<file path="config.mk">
export PLATFORM = sky130hd
export DESIGN_NAME = dio_controller
export DESIGN_NICKNAME = d
export VERILOG_FILES = /design/src/rtl/dio_controller.v /design/src/rtl/dio_pulse_gen.v
export VERILOG_INCLUDE_DIRS = /design/src /design/src/rtl
export SDC_FILE = /design/constraint.sdc
export NUM_CORES = 1
export LEC_CHECK = 0
export BUFFER_PORTS_ARGS = -buffer_cell sky130_fd_sc_hd__buf_4
export CORE_MARGIN = 4
export CORE_UTILIZATION = 52
export DETAILED_ROUTE_END_ITERATION = 6
export GPL_TIMING_DRIVEN = 0
export PLACE_DENSITY = 0.8
export RECOVER_POWER = 25
export SLEW_MARGIN = 40
export SYNTH_ARGS = -nofsm -noshare
export SYNTH_HDL_FRONTEND = slang
export SYNTH_SLANG_ARGS = --single-unit
</file>
<file path="constraint.sdc">
create_clock -name clock -period 2.2 [get_ports clock]
set_clock_uncertainty 0.1 [all_clocks]
set_input_delay 0.11 -clock clock [delete_from_list [all_inputs] [get_ports clock]]
set_output_delay 0.11 -clock clock [all_outputs]
set_load 0.02 [all_outputs]
</file>
<file path="src/rtl/dio_map.vh">
// Constants for the halfword digital I/O controller
`ifndef DIO_MAP_VH
`define DIO_MAP_VH

// Status byte counts bit 0 as the MSB, so busy (bit 4) is vector bit 3
`define STAT_BUSY_BIT      3
// Command byte: disable (bit 0) is vector bit 7, enable (bit 1) is vector bit 6
`define CMD_DISABLE_BIT    7
`define CMD_ENABLE_BIT     6

// Host operation codes on op
`define OP_NONE            3'h0
`define OP_SENSE           3'h1
`define OP_COMMAND         3'h2
`define OP_WRITE_HALF      3'h3
`define OP_READ_HALF       3'h4
`define OP_WRITE_BYTE      3'h5
`define OP_READ_BYTE       3'h6
`define OP_INT_ACK         3'h7

// Interrupt modes
`define MODE_DISARM        2'h0
`define MODE_ENABLE        2'h1
`define MODE_DISABLE       2'h2

// Reset values
`define DATA_RESET         16'h0000

// Peripheral pulse width: about 1 us at the 10 ns clock
`define PULSE_CYCLES       7'h64
`define PULSE_CNT_W        7

`endif

</file>
<file path="src/rtl/dio_controller.v">
// Halfword digital I/O controller: host port, busy, interrupts, peripheral strobes
// Overview of operation
// RULE_01 - 16-bit output register and 16 input lines, independent paths each way
// RULE_02 - Halfword write to output number loads all 16 bits into output register
// RULE_03 - Halfword read from input number returns the 16 input lines
// RULE_04 - Byte transfers act as halfword on low byte; upper 8 bits undefined
// RULE_05 - Status query returns byte with busy at bit 4, bit 0 as MSB
// RULE_06 - Command enable set, disable clear: interrupts passed immediately
// RULE_07 - Command disable set, enable clear: interrupts withheld but queued
// RULE_08 - Both bits set: disarm, no delivery, no queueing, pending cleared
// RULE_09 - Input busy clears when peripheral data available; interrupt if enabled
// RULE_10 - Input busy sets when a host halfword read completes
// RULE_11 - Output busy clears when output register ready; interrupt if enabled
// RULE_12 - Output busy sets when a host halfword write completes
// RULE_13 - Build option suppresses busy setting; transfers then interrupt driven
// RULE_14 - Busy sets on power-up and on system initialize
// RULE_15 - No command changes busy; host forces it with a throwaway transfer
// RULE_16 - Host read starts new input cycle, telling peripheral to fetch next
// RULE_17 - Host write starts output cycle, telling peripheral data is ready
// RULE_18 - Interrupts generated whether or not busy setting is inhibited
// RULE_19 - Initialize disarms, clears both data registers, sets busy unless inhibited
// RULE_20 - Output uses even switch number N, input uses N+1
// RULE_21 - Interrupt acknowledge returns device number and current status
// RULE_22 - Host enables interrupts on a direction before forcing busy set
// RULE_23 - Peripheral requests output data with about 1 us pulse
// RULE_24 - After host write, about 1 us output-data-available pulse emitted
// RULE_25 - Peripheral signals input available with about 1 us pulse
// RULE_26 - After host read, about 1 us input-data-received pulse emitted
// RULE_27 - Each direction keeps own busy, interrupt mode and pending state
// RULE_28 - Interrupt queued while disabled is delivered once later enabled
`timescale 1ns/1ps
`include "dio_map.vh"

module dio_controller #(
  parameter INHIBIT_BUSY = 0
) (
  clock,
  rst_b,
  init,
  dev_switch,
  op_valid,
  op,
  op_addr,
  op_wdata,
  op_rdata,
  int_req,
  periph_out_data,
  periph_out_request,
  periph_out_available,
  periph_in_data,
  periph_in_available,
  periph_in_received
);
  input  wire        clock;
  input  wire        rst_b;
  input  wire        init;
  input  wire [7:0]  dev_switch;
  input  wire        op_valid;
  input  wire [2:0]  op;
  input  wire [7:0]  op_addr;
  input  wire [15:0] op_wdata;
  output reg  [15:0] op_rdata;
  output wire        int_req;
  output reg  [15:0] periph_out_data;
  input  wire        periph_out_request;
  output wire        periph_out_available;
  input  wire [15:0] periph_in_data;
  input  wire        periph_in_available;
  output wire        periph_in_received;

  // ----------------------------------------------------------------
  // Address decode
  // ----------------------------------------------------------------
  // Switch bit 0 is ignored so the output number is always even
  wire [7:0] out_number = {dev_switch[7:1], 1'b0};          // RULE_20
  wire [7:0] in_number  = {dev_switch[7:1], 1'b1};          // RULE_20
  wire       hit_out    = op_valid && (op_addr == out_number);
  wire       hit_in     = op_valid && (op_addr == in_number);

  wire wr_half = (op == `OP_WRITE_HALF) || (op == `OP_WRITE_BYTE);  // RULE_04
  wire rd_half = (op == `OP_READ_HALF) || (op == `OP_READ_BYTE);    // RULE_04

  wire host_write = hit_out && wr_half;
  wire host_read  = hit_in && rd_half;
  wire cmd_out    = hit_out && (op == `OP_COMMAND);
  wire cmd_in     = hit_in && (op == `OP_COMMAND);
  wire ack_op     = op_valid && (op == `OP_INT_ACK);
  wire sense_out  = hit_out && (op == `OP_SENSE);
  wire sense_in   = hit_in && (op == `OP_SENSE);

  // ----------------------------------------------------------------
  // Helpers
  // ----------------------------------------------------------------
  function [1:0] decode_mode;
    input [7:0] cmd;
    begin
      if (cmd[`CMD_ENABLE_BIT] && cmd[`CMD_DISABLE_BIT]) begin
        decode_mode = `MODE_DISARM;                          // RULE_08
      end else if (cmd[`CMD_ENABLE_BIT]) begin
        decode_mode = `MODE_ENABLE;                          // RULE_06
      end else if (cmd[`CMD_DISABLE_BIT]) begin
        decode_mode = `MODE_DISABLE;                         // RULE_07
      end else begin
        decode_mode = 2'h3;
      end
    end
  endfunction

  function [7:0] status_byte;
    input busy;
    begin
      status_byte = 8'h00;
      status_byte[`STAT_BUSY_BIT] = busy;                    // RULE_05
    end
  endfunction

  // ----------------------------------------------------------------
  // Per-direction state
  // ----------------------------------------------------------------
  reg        out_busy_reg,    out_busy_next;
  reg        in_busy_reg,     in_busy_next;
  reg [1:0]  out_mode_reg,    out_mode_next;
  reg [1:0]  in_mode_reg,     in_mode_next;
  reg        out_pend_reg,    out_pend_next;
  reg        in_pend_reg,     in_pend_next;
  // The output word and the answer word live in the output ports
  reg [15:0] out_data_next;
  reg [15:0] rdata_next;
  reg        in_avail_d_reg;
  reg        out_req_d_reg;

  // ----------------------------------------------------------------
  // Peripheral events
  // ----------------------------------------------------------------
  // Edge detection keeps a 1 us peripheral pulse to one event
  // A pulse held high through reset counts as a fresh event on release
  wire in_event  = periph_in_available && !in_avail_d_reg;   // RULE_25
  wire out_event = periph_out_request && !out_req_d_reg;     // RULE_23

  wire set_busy_ok = (INHIBIT_BUSY == 0);                    // RULE_13

  // ----------------------------------------------------------------
  // Interrupt request and acknowledge
  // ----------------------------------------------------------------
  // Non-delivered (queued) interrupts do not drive the request line
  assign int_req = (out_pend_reg && out_mode_reg == `MODE_ENABLE)
                || (in_pend_reg && in_mode_reg == `MODE_ENABLE);  // RULE_28

  // Acknowledge picks the output side first when both are asking
  wire ack_out = ack_op && out_pend_reg && out_mode_reg == `MODE_ENABLE;
  wire ack_in  = ack_op && !ack_out && in_pend_reg && in_mode_reg == `MODE_ENABLE;

  // ----------------------------------------------------------------
  // Next-state logic
  // ----------------------------------------------------------------
  // Order of the blocks below sets priority: later assignments win
  always @* begin
    out_busy_next = out_busy_reg;
    in_busy_next  = in_busy_reg;
    out_mode_next = out_mode_reg;
    in_mode_next  = in_mode_reg;
    out_pend_next = out_pend_reg;
    in_pend_next  = in_pend_reg;
    out_data_next = periph_out_data;
    rdata_next    = op_rdata;

    if (init) begin
      out_mode_next = `MODE_DISARM;                          // RULE_19
      in_mode_next  = `MODE_DISARM;                          // RULE_19
      out_pend_next = 1'b0;
      in_pend_next  = 1'b0;
      out_data_next = `DATA_RESET;                           // RULE_19
      rdata_next    = `DATA_RESET;                           // RULE_19
      out_busy_next = set_busy_ok;                           // RULE_14
      in_busy_next  = set_busy_ok;                           // RULE_14
    end else begin
      // Commands touch mode and pending only, never busy
      if (cmd_out && decode_mode(op_wdata[7:0]) != 2'h3) begin
        out_mode_next = decode_mode(op_wdata[7:0]);          // RULE_15
      end
      if (cmd_in && decode_mode(op_wdata[7:0]) != 2'h3) begin
        in_mode_next = decode_mode(op_wdata[7:0]);           // RULE_27
      end
      if (ack_out) begin
        out_pend_next = 1'b0;
      end
      if (ack_in) begin
        in_pend_next = 1'b0;
      end

      // A throwaway transfer is the only way to force busy set
      if (host_write) begin
        out_data_next = op_wdata;                            // RULE_02
        if (set_busy_ok) begin
          out_busy_next = 1'b1;                              // RULE_12
        end
      end
      if (host_read) begin
        rdata_next = periph_in_data;                         // RULE_03
        if (set_busy_ok) begin
          in_busy_next = 1'b1;                               // RULE_10
        end
      end
      // Sense reports the addressed side only and disturbs nothing
      if (sense_out) begin
        rdata_next = {8'h00, status_byte(out_busy_reg)};     // RULE_05
      end
      if (sense_in) begin
        rdata_next = {8'h00, status_byte(in_busy_reg)};      // RULE_05
      end
      // An unclaimed acknowledge answers zero, never a stale number
      if (ack_out) begin
        rdata_next = {out_number, status_byte(out_busy_reg)};  // RULE_21
      end else if (ack_in) begin
        rdata_next = {in_number, status_byte(in_busy_reg)};    // RULE_21
      end else if (ack_op) begin
        rdata_next = 16'h0000;
      end

      // Peripheral events win over a same-cycle acknowledge or busy set
      if (out_event) begin
        out_busy_next = 1'b0;                                // RULE_11
        if (out_mode_next != `MODE_DISARM) begin
          out_pend_next = 1'b1;                              // RULE_18
        end
      end
      if (in_event) begin
        in_busy_next = 1'b0;                                 // RULE_09
        if (in_mode_next != `MODE_DISARM) begin
          in_pend_next = 1'b1;                               // RULE_18
        end
      end

      // Disarm clears queued work even against a fresh event
      if (out_mode_next == `MODE_DISARM) begin
        out_pend_next = 1'b0;                                // RULE_08
      end
      if (in_mode_next == `MODE_DISARM) begin
        in_pend_next = 1'b0;                                 // RULE_08
      end
    end
  end

  // ----------------------------------------------------------------
  // State registers
  // ----------------------------------------------------------------
  // Power-up leaves both sides busy, even with INHIBIT_BUSY set
  always @(posedge clock or negedge rst_b) begin
    if (!rst_b) begin
      out_busy_reg    <= 1'b1;
      in_busy_reg     <= 1'b1;
      out_mode_reg    <= `MODE_DISARM;
      in_mode_reg     <= `MODE_DISARM;
      out_pend_reg    <= 1'b0;
      in_pend_reg     <= 1'b0;
      periph_out_data <= `DATA_RESET;
      op_rdata        <= `DATA_RESET;
      in_avail_d_reg  <= 1'b0;
      out_req_d_reg   <= 1'b0;
    end else begin
      out_busy_reg    <= out_busy_next;
      in_busy_reg     <= in_busy_next;
      out_mode_reg    <= out_mode_next;
      in_mode_reg     <= in_mode_next;
      out_pend_reg    <= out_pend_next;
      in_pend_reg     <= in_pend_next;
      periph_out_data <= out_data_next;                      // RULE_01
      op_rdata        <= rdata_next;
      in_avail_d_reg  <= periph_in_available;
      out_req_d_reg   <= periph_out_request;
    end
  end

  // ----------------------------------------------------------------
  // Peripheral strobes
  // ----------------------------------------------------------------
  // Start a cycle after the write so the data is already settled
  reg write_d_reg;
  always @(posedge clock or negedge rst_b) begin
    if (!rst_b) begin
      write_d_reg <= 1'b0;
    end else begin
      write_d_reg <= host_write && !init;
    end
  end

  // Initialize cuts a running strobe short
  dio_pulse_gen out_strobe (
    .clock (clock),
    .rst_b (rst_b),
    .init  (init),
    .start (write_d_reg),                                    // RULE_17
    .pulse (periph_out_available)                            // RULE_24
  );

  // The read strobe starts at once: the word is already taken
  dio_pulse_gen in_strobe (
    .clock (clock),
    .rst_b (rst_b),
    .init  (init),
    .start (host_read && !init),                             // RULE_16
    .pulse (periph_in_received)                              // RULE_26
  );

endmodule // dio_controller

</file>
<file path="src/rtl/dio_pulse_gen.v">
// One-shot that stretches a start strobe into a fixed-width strobe
`timescale 1ns/1ps
`include "dio_map.vh"

module dio_pulse_gen (
  clock,
  rst_b,
  init,
  start,
  pulse
);
  input  wire clock;
  input  wire rst_b;
  input  wire init;
  input  wire start;
  output wire pulse;

  reg [`PULSE_CNT_W-1:0] count_reg;
  reg [`PULSE_CNT_W-1:0] count_next;

  localparam [`PULSE_CNT_W-1:0] WIDTH = `PULSE_CYCLES;

  assign pulse = (count_reg != {`PULSE_CNT_W{1'b0}});

  always @* begin
    count_next = count_reg;
    if (init) begin
      count_next = {`PULSE_CNT_W{1'b0}};
    end else if (start) begin
      // A restart mid-pulse stretches it rather than dropping it
      count_next = WIDTH;
    end else if (pulse) begin
      count_next = count_reg - 1'b1;
    end
  end

  always @(posedge clock or negedge rst_b) begin
    if (!rst_b) begin
      count_reg <= {`PULSE_CNT_W{1'b0}};
    end else begin
      count_reg <= count_next;
    end
  end

endmodule // dio_pulse_gen

</file>
After elaboration in Yosys (flattened, before gate mapping) --
Index checks and enable logic that the tools add are counted.
Operators by class: add/sub/neg operators 2, eq/ne operators 12, multiplexer cells 41, reductions and logical operators 42
Operator list (count):
- 16-bit two-way mux | 9
- 7-bit two-way mux | 6
- 1-bit logical AND | 23
- 7-bit nonzero test | 3
- 2-bit two-way mux | 9
- 1-bit two-way mux | 17
- 8-bit equality test | 2
- 7-bit by 1-bit subtractor with 7-bit output (second input constant) | 2
- 3-bit equality test (second input constant) | 4
- 3-bit nonzero test | 4
- 3-bit by 2-bit equality test with 1-bit output (second input constant) | 2
- 2-bit nonzero test | 3
- 2-bit by 1-bit equality test with 1-bit output (second input constant) | 2
- 1-bit zero test | 4
- 2-bit zero test | 2
- 3-bit by 1-bit equality test with 1-bit output (second input constant) | 1
- 1-bit logical OR | 3
- 2-bit inequality test (second input constant) | 1
Storage, ports and cells: bits in registers 57, bits of input ports 57, output and inout bits 35, logic and storage cells 110

Longest topological paths before layout --
Gate-level depths: netlist of the first run.
depth after elaboration 13, gate-level depth with buffers 7, mapped depth without buffers 7

By module --
Synthesis of the first run repeated with hierarchy kept, for this count alone.
Second synthesis, totals: cells, all modules 276, area, all modules 2944.1 um^2
Modules (own cells, without submodules):
- dio_controller | instances 1, cells an instance 192, area each 2140.8 um^2, seq. area each 1078.5 um^2
- dio_pulse_gen | instances 2, cells an instance 42, area each 401.6 um^2, seq. area each 175.2 um^2

Worst setup path before layout of the first run --
OpenSTA, ideal clock, no wires.
path type register to register, from register in_strobe.count_reg[0], to register in_strobe.count_reg[1], setup time 0.105 ns, data arrival time 1.765 ns, required time 1.995 ns, setup slack 0.229 ns, stages on the path, launching flop included 8, path buffers 0, period minus slack after synthesis 1.971 ns, cells stage by stage dfrtp_1 inv_1 ha_1 or3b_2 nor4_4 inv_1 nand2_1 nor4b_1
On the way: elaborated cells between the ends (all ways) 6, classes of those cells add/sub (1); mux (3); reduce/logical (2)
RTL lines:
- start, declared | RTL line dio_pulse_gen.v:18 | reg [`PULSE_CNT_W-1:0] count_reg;
- start signal, assigned | RTL line dio_pulse_gen.v:39 | count_reg <= {`PULSE_CNT_W{1'b0}};
- start signal, assigned | RTL line dio_pulse_gen.v:41 | count_reg <= count_next;
- 7-bit nonzero test | RTL line dio_pulse_gen.v:23 | assign pulse = (count_reg != {`PULSE_CNT_W{1'b0}});
- named net periph_in_received | RTL line dio_controller.v:69 | output wire periph_in_received;
- 3-bit nonzero test (no source line)
The timed path passes the listed nets, and every way through them passes these cells. The select of a mux whose other input is x is not followed. A chain may end at the register's enable or synchronous reset.

Worst setup path in the final report of the first run --
from register in_strobe.count_reg[0], to output port periph_in_received
On the way: cells in the longest elaborated chain, start to end 1
RTL lines (RTL line):
- 7-bit nonzero test | dio_pulse_gen.v:23
- end, declared | dio_controller.v:69
Every way passes these cells.

==> results of run 1 <==
## layout by cell type, fill, tap and decap left out, types with 3 or more instances in the layout
| cell type | count |
|---|---|
| buf_2 | 5 |
| clkbuf_1 | 16 |
| nand2b_1 | 40 |
| or2_2 | 3 |
| and3b_1 | 3 |
| or3_1 | 6 |
| dlygate4sd3_1 | 26 |
| xnor2_1 | 9 |
| o21a_1 | 7 |
| a21oi_1 | 11 |
| nand4_1 | 12 |
| nor3b_1 | 3 |
| clkbuf_8 | 12 |
| a211oi_1 | 8 |
| buf_4 | 86 |
| and2_1 | 7 |
| nand3_1 | 3 |
| nand3b_1 | 5 |
| mux2i_1 | 20 |
| dfrtp_1 | 55 |
| nor2_1 | 12 |
| nor3_1 | 9 |
| inv_1 | 6 |
| o21ai_0 | 4 |
| nand2_1 | 8 |
| o31ai_1 | 10 |
| and4_1 | 3 |
| o32a_1 | 7 |
## cells by family (layout without fill, tap and decap cells)
family | Yosys count | after routing | synth area share (%)
AND/OR/NAND/NOR | 124 | 124 | 24.18
buffers and inverters | 29 | 158 | 4.049
flip-flops | 57 | 57 | 45.34
adder cells (fa/ha/maj) | 2 | 2 | 0.7938
XOR/XNOR | 11 | 11 | 3.057
multiplexers | 21 | 21 | 6.709
AO/OA/AOI/OAI | 66 | 66 | 15.88
## power groups by stage
stage | Sequential (W) | Combinational [W] | Clock, W
after floorplan | 0.00123 | 0.000560 | 0
after global placement | 0.00123 | 0.000805 | 0
after detailed placement | 0.00123 | 0.000832 | 0
after CTS | 0.00122 | 0.000913 | 0.00115
after global routing | 0.00123 | 0.00101 | 0.00119
final | 0.00122 | 0.000910 | 0.00114
## routing by layer
| layer | GRT usage [%] | share of wire (%) | vias up |
|---|---|---|---|
| met5 | 0 | 0 | - |
| met4 | 9.928 | 1.7 | 0 |
| met3 | 4.995 | 6.5 | 19 |
| met2 | 37.43 | 48 | 114 |
| met1 | 31.54 | 44 | 1400 |
| li1 | - | - | 1383 |
## final cells by class
type	count	area, um^2	share of cell area, %
multi-input cells	224	1608	36.53
flip-flops and latches	57	1429	32.46
repair buffers	114	914.6	20.78
clock buffers	13	168.9	3.837
plain buffers	22	101.3	2.302
well taps	75	93.84	2.132
clock inverters	2	60.06	1.364
inverters	7	26.28	0.5969
## per-stage QoR
stage               instances  hold WS (ns)  setup slack (ns)  utilization (%)
detailed placement        472        0.1147            0.1136            66.24
CTS                       514       0.01558         0.0001628            74.72
global placement          472        0.1183            0.1879            66.24
finish                    514       0.02508            0.1209            74.79
global route              514       0.03570           0.04114            74.79
floorplan                 310       -0.2856            0.2293                -
## what timing repair did
item | 4_1_cts | 5_1_grt
endpoints found under the setup margin | 1 | 1
resized for setup | 1 | 1
hold buffers | 26 | 0
setup buffers | 1 | 0
pin swaps | 1 | 1
hold endpoints to repair | 82 | 0
## worst register-to-register path: stages (launching register included)
cell and delay, ns:
dfrtp_1 0.37, inv_1 0.09, ha_1 0.19, or3b_4 0.42, nor4_4 0.20, inv_2 0.10
nand2_1 0.07, nor4b_1 0.23
## worst max-delay path by stage
stage / endpoint / slack (ns) / depth (start not counted)
after floorplan: in_strobe.count_reg[1]$_DFFE_PN0P_ / 0.23 / 7
after global placement: in_strobe.count_reg[1]$_DFFE_PN0P_ / 0.19 / 7
after detailed placement: in_strobe.count_reg[1]$_DFFE_PN0P_ / 0.11 / 7
after CTS: periph_in_received / 0.0002 / 6
after global routing: periph_in_received / 0.04 / 6
final: periph_in_received / 0.12 / 6
==> impl_metrics.csv, run 1 <==
group,metric,value,unit
clock_network,cts_buffers,9,
setup_path,crit_type,"reg2out",
setup_path,crit_family,"simple AND/OR/NAND/NOR gates",
power,switching_share,29.07,%
min_path,whs_path_depth,3,
synthesis,yosysTopAreaCellShare,43.67,%
power,power.leakage,1.954,nW
placed_design,port_buffers,87,
flow_run,max_cap_viol_count,0,
global_routing,gr-total-overflow,0,
synthesis,synth.most_common_cell,"dfrtp_1",
placed_design,dpl_cell_area,3899,um^2
routing,first_pass_iters,4,
routing,drt-total-wl,8.464,mm
sta,post-route-period-util,94.51,%
synthesis,synth_area_per_cell,10.17,um^2
routing,drc,0,
cells_and_area,final_area,4402,um^2
synthesis,synth_seq_area_share,45.34,%
routing,via_count,2916,
synthesis,synth_edf_count,0,
setup_path,critPathCaptureType,"output port",
floorplanning,initial_core_util,53.55,%
min_path,hp-class,"in2reg",
power,irDropWorstVdd,492.5,uV
power,power,0.003268,W
synthesis,synth_area_leaders,"dfrtp_1 (44%), nand2b_1 (7.9%), mux2i_1 (6.4%)",
sta,max_clock_freq,481.0,MHz
setup_path,cp_cell_sequence,"inv_1 -> ha_1 -> or3b_4 -> nor4_4 -> inv_2 -> buf_4",
synthesis,synthFlopType,"dfrtp_1",
cells_and_area,drive_gt1_share,28.70,%
setup_path,crit_fanout,5,
setup_path,r2r-end,"in_strobe.count_reg[1]$_DFFE_PN0P_",
min_path,holdPathEnd,"write_d_reg$_DFF_PN0_",
sta,hold_violations,0,
synthesis,ys_seq_elements,57,
synthesis,synth_area,3152,um^2
sta,worst_pin_slew,1.417,ns
setup_path,rrSetupSlack,0.33,ns
sta,setup_viol,0,
power,seqPwrFrac,37.3,%
global_routing,antenna_found_initial,0,
clock_network,worstSkewPairLatency,0.34,ns
sta,fin_crit,2.079,ns
status,status,"completed",
sta,tns,0,ns
clock_network,clk_pin_slew,0.06,ns
floorplanning,die_w,85.86,um
cells_and_area,area_delta_synth_final,39.66,%
setup_path,startpoint,"in_strobe.count_reg[0]$_DFFE_PN0P_",
cells_and_area,reg_top3,"op_rdata (16), periph_out_data (16)",
routing,via_per_inst,5.673,
setup_path,crit_arrival,1.87,ns
global_routing,grt_usage,23.63,%
synthesis,synth_area_leader_cell,"dfrtp_1",
global_routing,grt_max_degree,58,
synthesis,postSynthCellCount,310,
clock_network,root_buffer,"clkbuf_8",
synthesis,yosysUniqueCellTypes,55,
synthesis,syn-num-nets,369,
synthesis,async_flop_share,100.0,%
cells_and_area,final_nets,494,
routing,wl_per_cell,16.47,um
floorplanning,coreArea,5886,um^2
clock_network,cts_tree,"done",
global_routing,first_global_vias,2857,
routing,drt_iter0_drc,162,
placed_design,gp_congestion,0.8344,
setup_path,worstReg2RegStart,"in_strobe.count_reg[0]$_DFFE_PN0P_",
floorplanning,ios,92,
power,p_int,0.002318,W
setup_path,start_kind,"flop",
global_routing,grt_pass1_wl,13.72,mm
floorplanning,die_y,85.86,um
setup_path,cp_data_required_time,1.99,ns
floorplanning,rows,28,
clock_network,htreeDepth,3,
clock_network,clk_path_buf_depth,2,
routing,ant_nets,0,
synthesis,synth_common_cells,"dfrtp_1 (55), nand2b_1 (40), mux2i_1 (20)",
sta,rsz0062_at_grt,"false",
power,powerDensity,742.4,nW/um^2
min_path,min_from,"op[0]",
setup_path,crit_buf_inv,3,
floorplanning,die-area,7371,um^2
power,switchingPower,0.0009501,W
sta,relSlewSlack,5.501,%
synthesis,yosysWarnings,0,
power,pwr-share-comb,27.9,%
sta,slew_violations,0,
cells_and_area,nFillCells,446,
clock_network,cts.sinks,57,
setup_path,cpPeakStageDelay,0.42,ns
placed_design,hpwl,5.847,mm
setup_path,worst_path_max_delay_cell,"or3b_4",
power,p_clk_share,34.8,%
cells_and_area,diodes,0,
setup_path,reg2reg_depth,7,
(Power assumes the default switching activity.)
==> run 2: changes to the inputs <==
--- a/config.mk
+++ b/config.mk
@@ -6,9 +6,10 @@
 export SDC_FILE = /design/constraint.sdc
 export NUM_CORES = 1
 export LEC_CHECK = 0
+export ABC_AREA = 1
 export BUFFER_PORTS_ARGS = -buffer_cell sky130_fd_sc_hd__buf_4
 export CORE_MARGIN = 4
-export CORE_UTILIZATION = 52
+export CORE_UTILIZATION = 51
 export DETAILED_ROUTE_END_ITERATION = 6
 export GPL_TIMING_DRIVEN = 0
 export PLACE_DENSITY = 0.8
==> impl_metrics.csv, run 2 <==
group,metric,value,unit
sta,post-route-period-util,87.84,%
floorplanning,die_y,83.95,um
routing,drt-total-wl,7.592,mm
synthesis,synth_common_cells,"nand2_1 (124), dfrtp_1 (55), inv_1 (50)",
sta,worst_pin_slew,1.401,ns
synthesis,synth_area,2942,um^2
sta,rsz0062_at_grt,"false",
cells_and_area,reg_top3,"op_rdata (16), periph_out_data (16)",
power,p_clk_share,26.8,%
global_routing,grt_pass1_wl,13.15,mm
power,switchingPower,0.001019,W
floorplanning,initial_core_util,53.09,%
synthesis,synth_area_leader_cell,"dfrtp_1",
routing,via_count,2920,
synthesis,yosys.area_share.simple,32.75,%
setup_path,crit_fanout,5,
synthesis,postSynthCellCount,378,
floorplanning,rows,27,
cells_and_area,final_nets,568,
synthesis,ys_seq_elements,57,
sta,fin_crit,1.932,ns
routing,drt_iter0_drc,133,
clock_network,cts_setup_buffers,0,
cells_and_area,diodes,0,
floorplanning,coreArea,5540,um^2
power,power.leakage,2.324,nW
setup_path,cp_data_required_time,1.99,ns
synthesis,yosysTopAreaCellShare,46.79,%
placed_design,hpwl,5.313,mm
clock_network,cts.hold.buffers_added,31,
routing,via_per_inst,4.991,
sta,setup_ws,0.2676,ns
floorplanning,die-area,7047,um^2
setup_path,worst_path_max_delay_cell,"dfrtp_1",
sta,setup_viol,0,
status,status,"completed",
clock_network,worstSkewPairLatency,0.33,ns
clock_network,htreeDepth,3,
clock_network,cts_resized,0,
min_path,hp-class,"in2reg",
sta,hold_violations,0,
setup_path,start_kind,"flop",
flow_run,max_cap_viol_count,0,
sta,slew_violations,0,
synthesis,synth_area_leaders,"dfrtp_1 (47%), nand2_1 (16%), inv_1 (6.4%)",
power,p_int,0.002014,W
synthesis,synth_top_family_by_area,"simple AND/OR/NAND/NOR gates",
power,pwr-share-comb,31.2,%
global_routing,first_global_vias,2946,
synthesis,synth_seq_area_share,48.58,%
global_routing,grt_max_degree,58,
cells_and_area,mostFrequentLayoutCell,"nand2_1",
power,switching_share,33.60,%
power,powerDensity,727.4,nW/um^2
cells_and_area,nFillCells,424,
clock_network,root_buffer,"clkbuf_8",
synthesis,synth_adder_area_share,0.8507,%
power,irDropWorstVdd,676.4,uV
setup_path,crit_top_cell,"inv_1",
synthesis,synthFlopType,"dfrtp_1",
setup_path,crit_arrival,1.72,ns
routing,wl_per_cell,12.98,um
placed_design,gp_congestion,0.8367,
floorplanning,ios,92,
global_routing,antenna_found_initial,0,
clock_network,clk_path_buf_depth,2,
setup_path,critPathCaptureType,"output port",
placed_design,place_ws,0.3931,ns
routing,ant_nets,0,
global_routing,grt_usage,22.61,%
setup_path,crit_type,"reg2out",
clock_network,clk_pin_slew,0.06,ns
synthesis,synth-compound-area-share,7.954,%
cells_and_area,area_delta_synth_final,41.77,%
synthesis,synth_edf_count,0,
clock_network,cts_buffers,9,
cells_and_area,fin_util,75.27,%
power,seqPwrFrac,42.0,%
cells_and_area,final_cell_mix,"nand2_1 (124), buf_4 (86), dfrtp_1 (55)",
synthesis,synth_xor_area_share,0.5955,%
setup_path,crit_family,"buffers and inverters",
clock_network,cts_tree,"done",
routing,first_pass_iters,4,
synthesis,yosysUniqueCellTypes,32,
global_routing,gr-total-overflow,0,
synthesis,syn-num-nets,437,
sta,tns,0,ns
clock_network,cts.sinks,57,
synthesis,synthMuxAreaShare,0,%
floorplanning,die_w,83.95,um
synthesis,yosysWarnings,0,
setup_path,cp_cell_sequence,"inv_1 -> ha_1 -> nand2_1 -> inv_1 -> nand2_1 -> nor2_1 -> inv_1 -> buf_4",
setup_path,crit_buf_inv,4,
placed_design,port_buffers,89,
synthesis,synth.most_common_cell,"nand2_1",
synthesis,async_flop_share,100.0,%
routing,drc,0,
sta,relSlewSlack,6.599,%
cells_and_area,drive_gt1_share,27.88,%
sta,max_clock_freq,517.5,MHz
setup_path,cpPeakStageDelay,0.40,ns
synthesis,synth_area_per_cell,7.782,um^2
## run 2: routing by layer
layer  global-route usage, %  part of all wire, %  vias up
li1                        -                    -     1447
met1                   27.42                   44     1358
met2                   38.54                   48       99
met3                   5.923                  6.7       16
met4                   8.333                  1.8        0
met5                       0                    0        -
## run 2: path summary, 6_finish.rpt
| path | slack, ns | start | depth (start not counted) | to |
|---|---|---|---|---|
| max | 0.27 | in_strobe.count_reg[0]$_DFFE_PN0P_ | 8 | periph_in_received |
| min | 0.01 | periph_in_data[9] | 5 | op_rdata[9]$_DFFE_PN0P_ |
| max reg2reg | 0.43 | out_strobe.count_reg[0]$_DFFE_PN0P_ | 9 | out_strobe.count_reg[3]$_DFFE_PN0P_ |
| min reg2reg | 0.38 | out_strobe.count_reg[4]$_DFFE_PN0P_ | 1 | out_strobe.count_reg[4]$_DFFE_PN0P_ |
| max in group asynchronous | 0.61 | rst_b | 2 | in_strobe.count_reg[5]$_DFFE_PN0P_ |
| min in group asynchronous | 0.56 | rst_b | 2 | op_rdata[1]$_DFFE_PN0P_ |
## run 2: cells by family after synthesis
| group | count (synthesis) |
|---|---|
| buffers and inverters | 65 |
| and+or+nand+nor | 210 |
| AOI/OAI and AO/OA | 42 |
| xor gates and xnor gates | 2 |
| DFF | 57 |
| adders and majority gates | 2 |
## run 2: worst register-to-register path, delay by kind of cell (launching register included)
kind	cells	cell delay [ns]
DFF	1	0.36
adders and majority gates	1	0.20
and+or+nand+nor	3	0.49
AOI/OAI and AO/OA	2	0.19
buffers and inverters	3	0.31
## run 2: power groups by stage
stage / clock network (W) / registers (W) / logic, W
3_3_place_gp: 0 / 0.00128 / 0.000860
2_1_floorplan: 0 / 0.00130 / 0.000556
5_1_grt: 0.000887 / 0.00129 / 0.00106
3_5_place_dp: 0 / 0.00129 / 0.000897
4_1_cts: 0.000833 / 0.00127 / 0.000946
6_report: 0.000814 / 0.00127 / 0.000945
## run 2: per-stage QoR
stage | std cells | total power [W] | area, um^2 | hold WS, ns
4_1_cts | 585 | 0.003051 | 4173 | 0.006397
3_3_place_gp | 539 | 0.002139 | 3700 | 0.1106
3_5_place_dp | 539 | 0.002186 | 3700 | 0.1112
2_1_floorplan | 378 | 0.001856 | 2942 | -0.2856
5_1_grt | 585 | 0.003243 | 4170 | 0.01325
6_report | 585 | 0.003033 | 4170 | 0.01048
## run 2: area by class of cell
| type | count | area [um^2] | area share (%) |
|---|---|---|---|
| flip-flops and latches | 57 | 1429 | 34.26 |
| multi-input cells | 256 | 1240 | 29.73 |
| repair buffers | 120 | 975.9 | 23.40 |
| inverters | 57 | 215.2 | 5.161 |
| clock buffers | 12 | 145.1 | 3.480 |
| well taps | 72 | 90.09 | 2.160 |
| plain buffers | 8 | 57.56 | 1.380 |
| clock inverters | 3 | 17.52 | 0.4200 |
==> run 3: changes to the inputs <==
--- a/config.mk
+++ b/config.mk
@@ -8,11 +8,11 @@
 export LEC_CHECK = 0
 export ABC_AREA = 1
 export BUFFER_PORTS_ARGS = -buffer_cell sky130_fd_sc_hd__buf_4
+export CAP_MARGIN = 20
 export CORE_MARGIN = 4
-export CORE_UTILIZATION = 51
+export CORE_UTILIZATION = 40
 export DETAILED_ROUTE_END_ITERATION = 6
-export GPL_TIMING_DRIVEN = 0
-export PLACE_DENSITY = 0.8
+export PLACE_DENSITY = 0.65
 export RECOVER_POWER = 25
 export SLEW_MARGIN = 40
 export SYNTH_ARGS = -nofsm -noshare
==> impl_metrics.csv, run 3 (same netlist as run 2, synthesis figures left out) <==
group,metric,value,unit
setup_path,start_kind,"flop",
power,powerDensity,743.9,nW/um^2
setup_path,crit_family,"buffers and inverters",
setup_path,reg2reg_depth,9,
clock_network,cts_buffers,9,
setup_path,r2r-end,"in_strobe.count_reg[2]$_DFFE_PN0P_",
clock_network,root_buffer,"clkbuf_8",
global_routing,antenna_found_initial,0,
clock_network,worstSkewPairLatency,0.33,ns
setup_path,crit_top_cell,"inv_1",
floorplanning,die_y,93.76,um
global_routing,first_global_vias,2802,
sta,tns,0,ns
placed_design,dpl_cell_area,3702,um^2
sta,max_clock_freq,514.3,MHz
min_path,holdPathEnd,"op_rdata[13]$_DFFE_PN0P_",
cells_and_area,final_area,4237,um^2
routing,via_count,2839,
placed_design,hpwl,5.182,mm
cells_and_area,mostFrequentLayoutCell,"nand2_1",
setup_path,cpPeakStageDelay,0.39,ns
setup_path,crit_buf_inv,4,
setup_path,worst_path_max_delay_cell,"dfrtp_1",
power,irDropWorstVdd,568.6,uV
sta,fin_crit,1.945,ns
sta,setup_ws,0.2555,ns
cells_and_area,multiInputGateArea,1240,um^2
global_routing,grt_usage,17.57,%
cells_and_area,final_nets,567,
placed_design,dp_cells,559,
setup_path,crit_arrival,1.73,ns
global_routing,grt_pass1_wl,12.45,mm
sta,relSlewSlack,7.667,%
cells_and_area,reg_top3,"op_rdata (16), periph_out_data (16)",
status,status,"completed",
setup_path,crit_type,"reg2out",
cells_and_area,regArea,1429,um^2
sta,worst_pin_slew,1.385,ns
sta,post-route-period-util,88.39,%
cells_and_area,area_delta_synth_final,44.02,%
setup_path,crit_fanout,5,
min_path,hp-class,"in2reg",
routing,wl_per_cell,12.07,um
floorplanning,ios,92,
routing,drc,0,
floorplanning,initial_core_util,42.13,%
flow_run,max_cap_viol_count,0,
routing,drt_iter0_drc,78,
floorplanning,rows,30,
cells_and_area,final_cell_mix,"nand2_1 (124), buf_4 (90), dfrtp_1 (55)",
clock_network,cts_resized,0,
clock_network,clk_pin_slew,0.06,ns
floorplanning,die-area,8790,um^2
floorplanning,die_w,93.76,um
routing,first_pass_iters,4,
global_routing,grt_max_degree,58,
setup_path,worstReg2RegStart,"in_strobe.count_reg[0]$_DFFE_PN0P_",
floorplanning,coreArea,6982,um^2
routing,route.met3.wl,529,um
routing,wl_met1,3.300,mm
clock_network,clk_path_buf_depth,2,
sta,slew_violations,0,
clock_network,htreeDepth,3,
routing,via_per_inst,4.662,
cells_and_area,final_cell_count_no_fill,609,
clock_network,cts_setup_buffers,0,
cells_and_area,nFillCells,617,
routing,drt-total-wl,7.352,mm
clock_network,cts_tree,"done",
setup_path,cp_cell_sequence,"inv_1 -> ha_1 -> nand2_1 -> inv_1 -> nand2_1 -> nor2_1 -> inv_1 -> buf_4",
cells_and_area,drive_gt1_share,28.07,%
sta,setup_viol,0,
setup_path,critPathCaptureType,"output port",
cells_and_area,diodes,0,
clock_network,cts.sinks,57,
placed_design,gp_congestion,0.8535,
setup_path,cp_data_required_time,1.99,ns
routing,ant_nets,0,
sta,hold_violations,0,
power,power.leakage,2.340,nW
setup_path,rrSetupSlack,0.46,ns
routing,met2_wirelength,3.440,mm
min_path,min_from,"dev_switch[5]",
sta,rsz0062_at_grt,"false",
min_path,whs_path_depth,5,
placed_design,port_buffers,90,
global_routing,gr-total-overflow,0,
clock_network,cts.hold.buffers_added,34,
routing,highest_layer,"met4",
placed_design,place_ws,0.4057,ns
## run 3: worst min-delay path: stages
cell and delay [ns]:
buf_4 0.12, inv_2 0.04, o21ai_1 0.07, nand2_1 0.05
nand2_1 0.04
## run 3: where the power goes
| part | internal [W] | switching (W) |
|---|---|---|
| registers | 0.00118 | 0.0000869 |
| clock network | 0.000549 | 0.000414 |
| logic | 0.000405 | 0.000515 |
| total | 0.00214 | 0.00102 |
## run 3: worst max-delay path by stage
stage	start	depth (start not counted)	endpoint
2_1_floorplan	in_mode_reg[1]$_DFF_PN0_	7	op_rdata[10]$_DFFE_PN0P_
3_3_place_gp	dev_switch[6]	12	op_rdata[0]$_DFFE_PN0P_
3_5_place_dp	dev_switch[6]	13	op_rdata[2]$_DFFE_PN0P_
4_1_cts	in_strobe.count_reg[0]$_DFFE_PN0P_	8	periph_in_received
5_1_grt	in_strobe.count_reg[0]$_DFFE_PN0P_	8	periph_in_received
6_report	in_strobe.count_reg[0]$_DFFE_PN0P_	8	periph_in_received
## run 3: stage by stage
| stage | utilization (%) | hold WS [ns] | power (W) |
|---|---|---|---|
| finish | 60.68 | 0.03686 | 0.003152 |
| global route | 60.68 | 0.04977 | 0.003384 |
| CTS | 60.72 | 0.01630 | 0.003193 |
| detailed placement | 53.03 | 0.1154 | 0.002162 |
| global placement | 53.03 | 0.1162 | 0.002142 |
| floorplan | - | -0.2856 | 0.001856 |
## run 3: routing by layer
layer  vias up  track usage (%)
li1       1442                -
met2        78            29.39
met3         9            5.609
met1      1310            21.68
met5         -                0
met4         0            5.054
## run 3: layout make-up
| cell class | instances | share of cell area [%] |
|---|---|---|
| well taps | 96 | 2.835 |
| repair buffers | 127 | 24.45 |
| clock inverters | 5 | 1.299 |
| clock buffers | 11 | 3.337 |
| inverters | 57 | 5.080 |
| flip-flops and latches | 57 | 33.73 |
| multi-input cells | 256 | 29.27 |
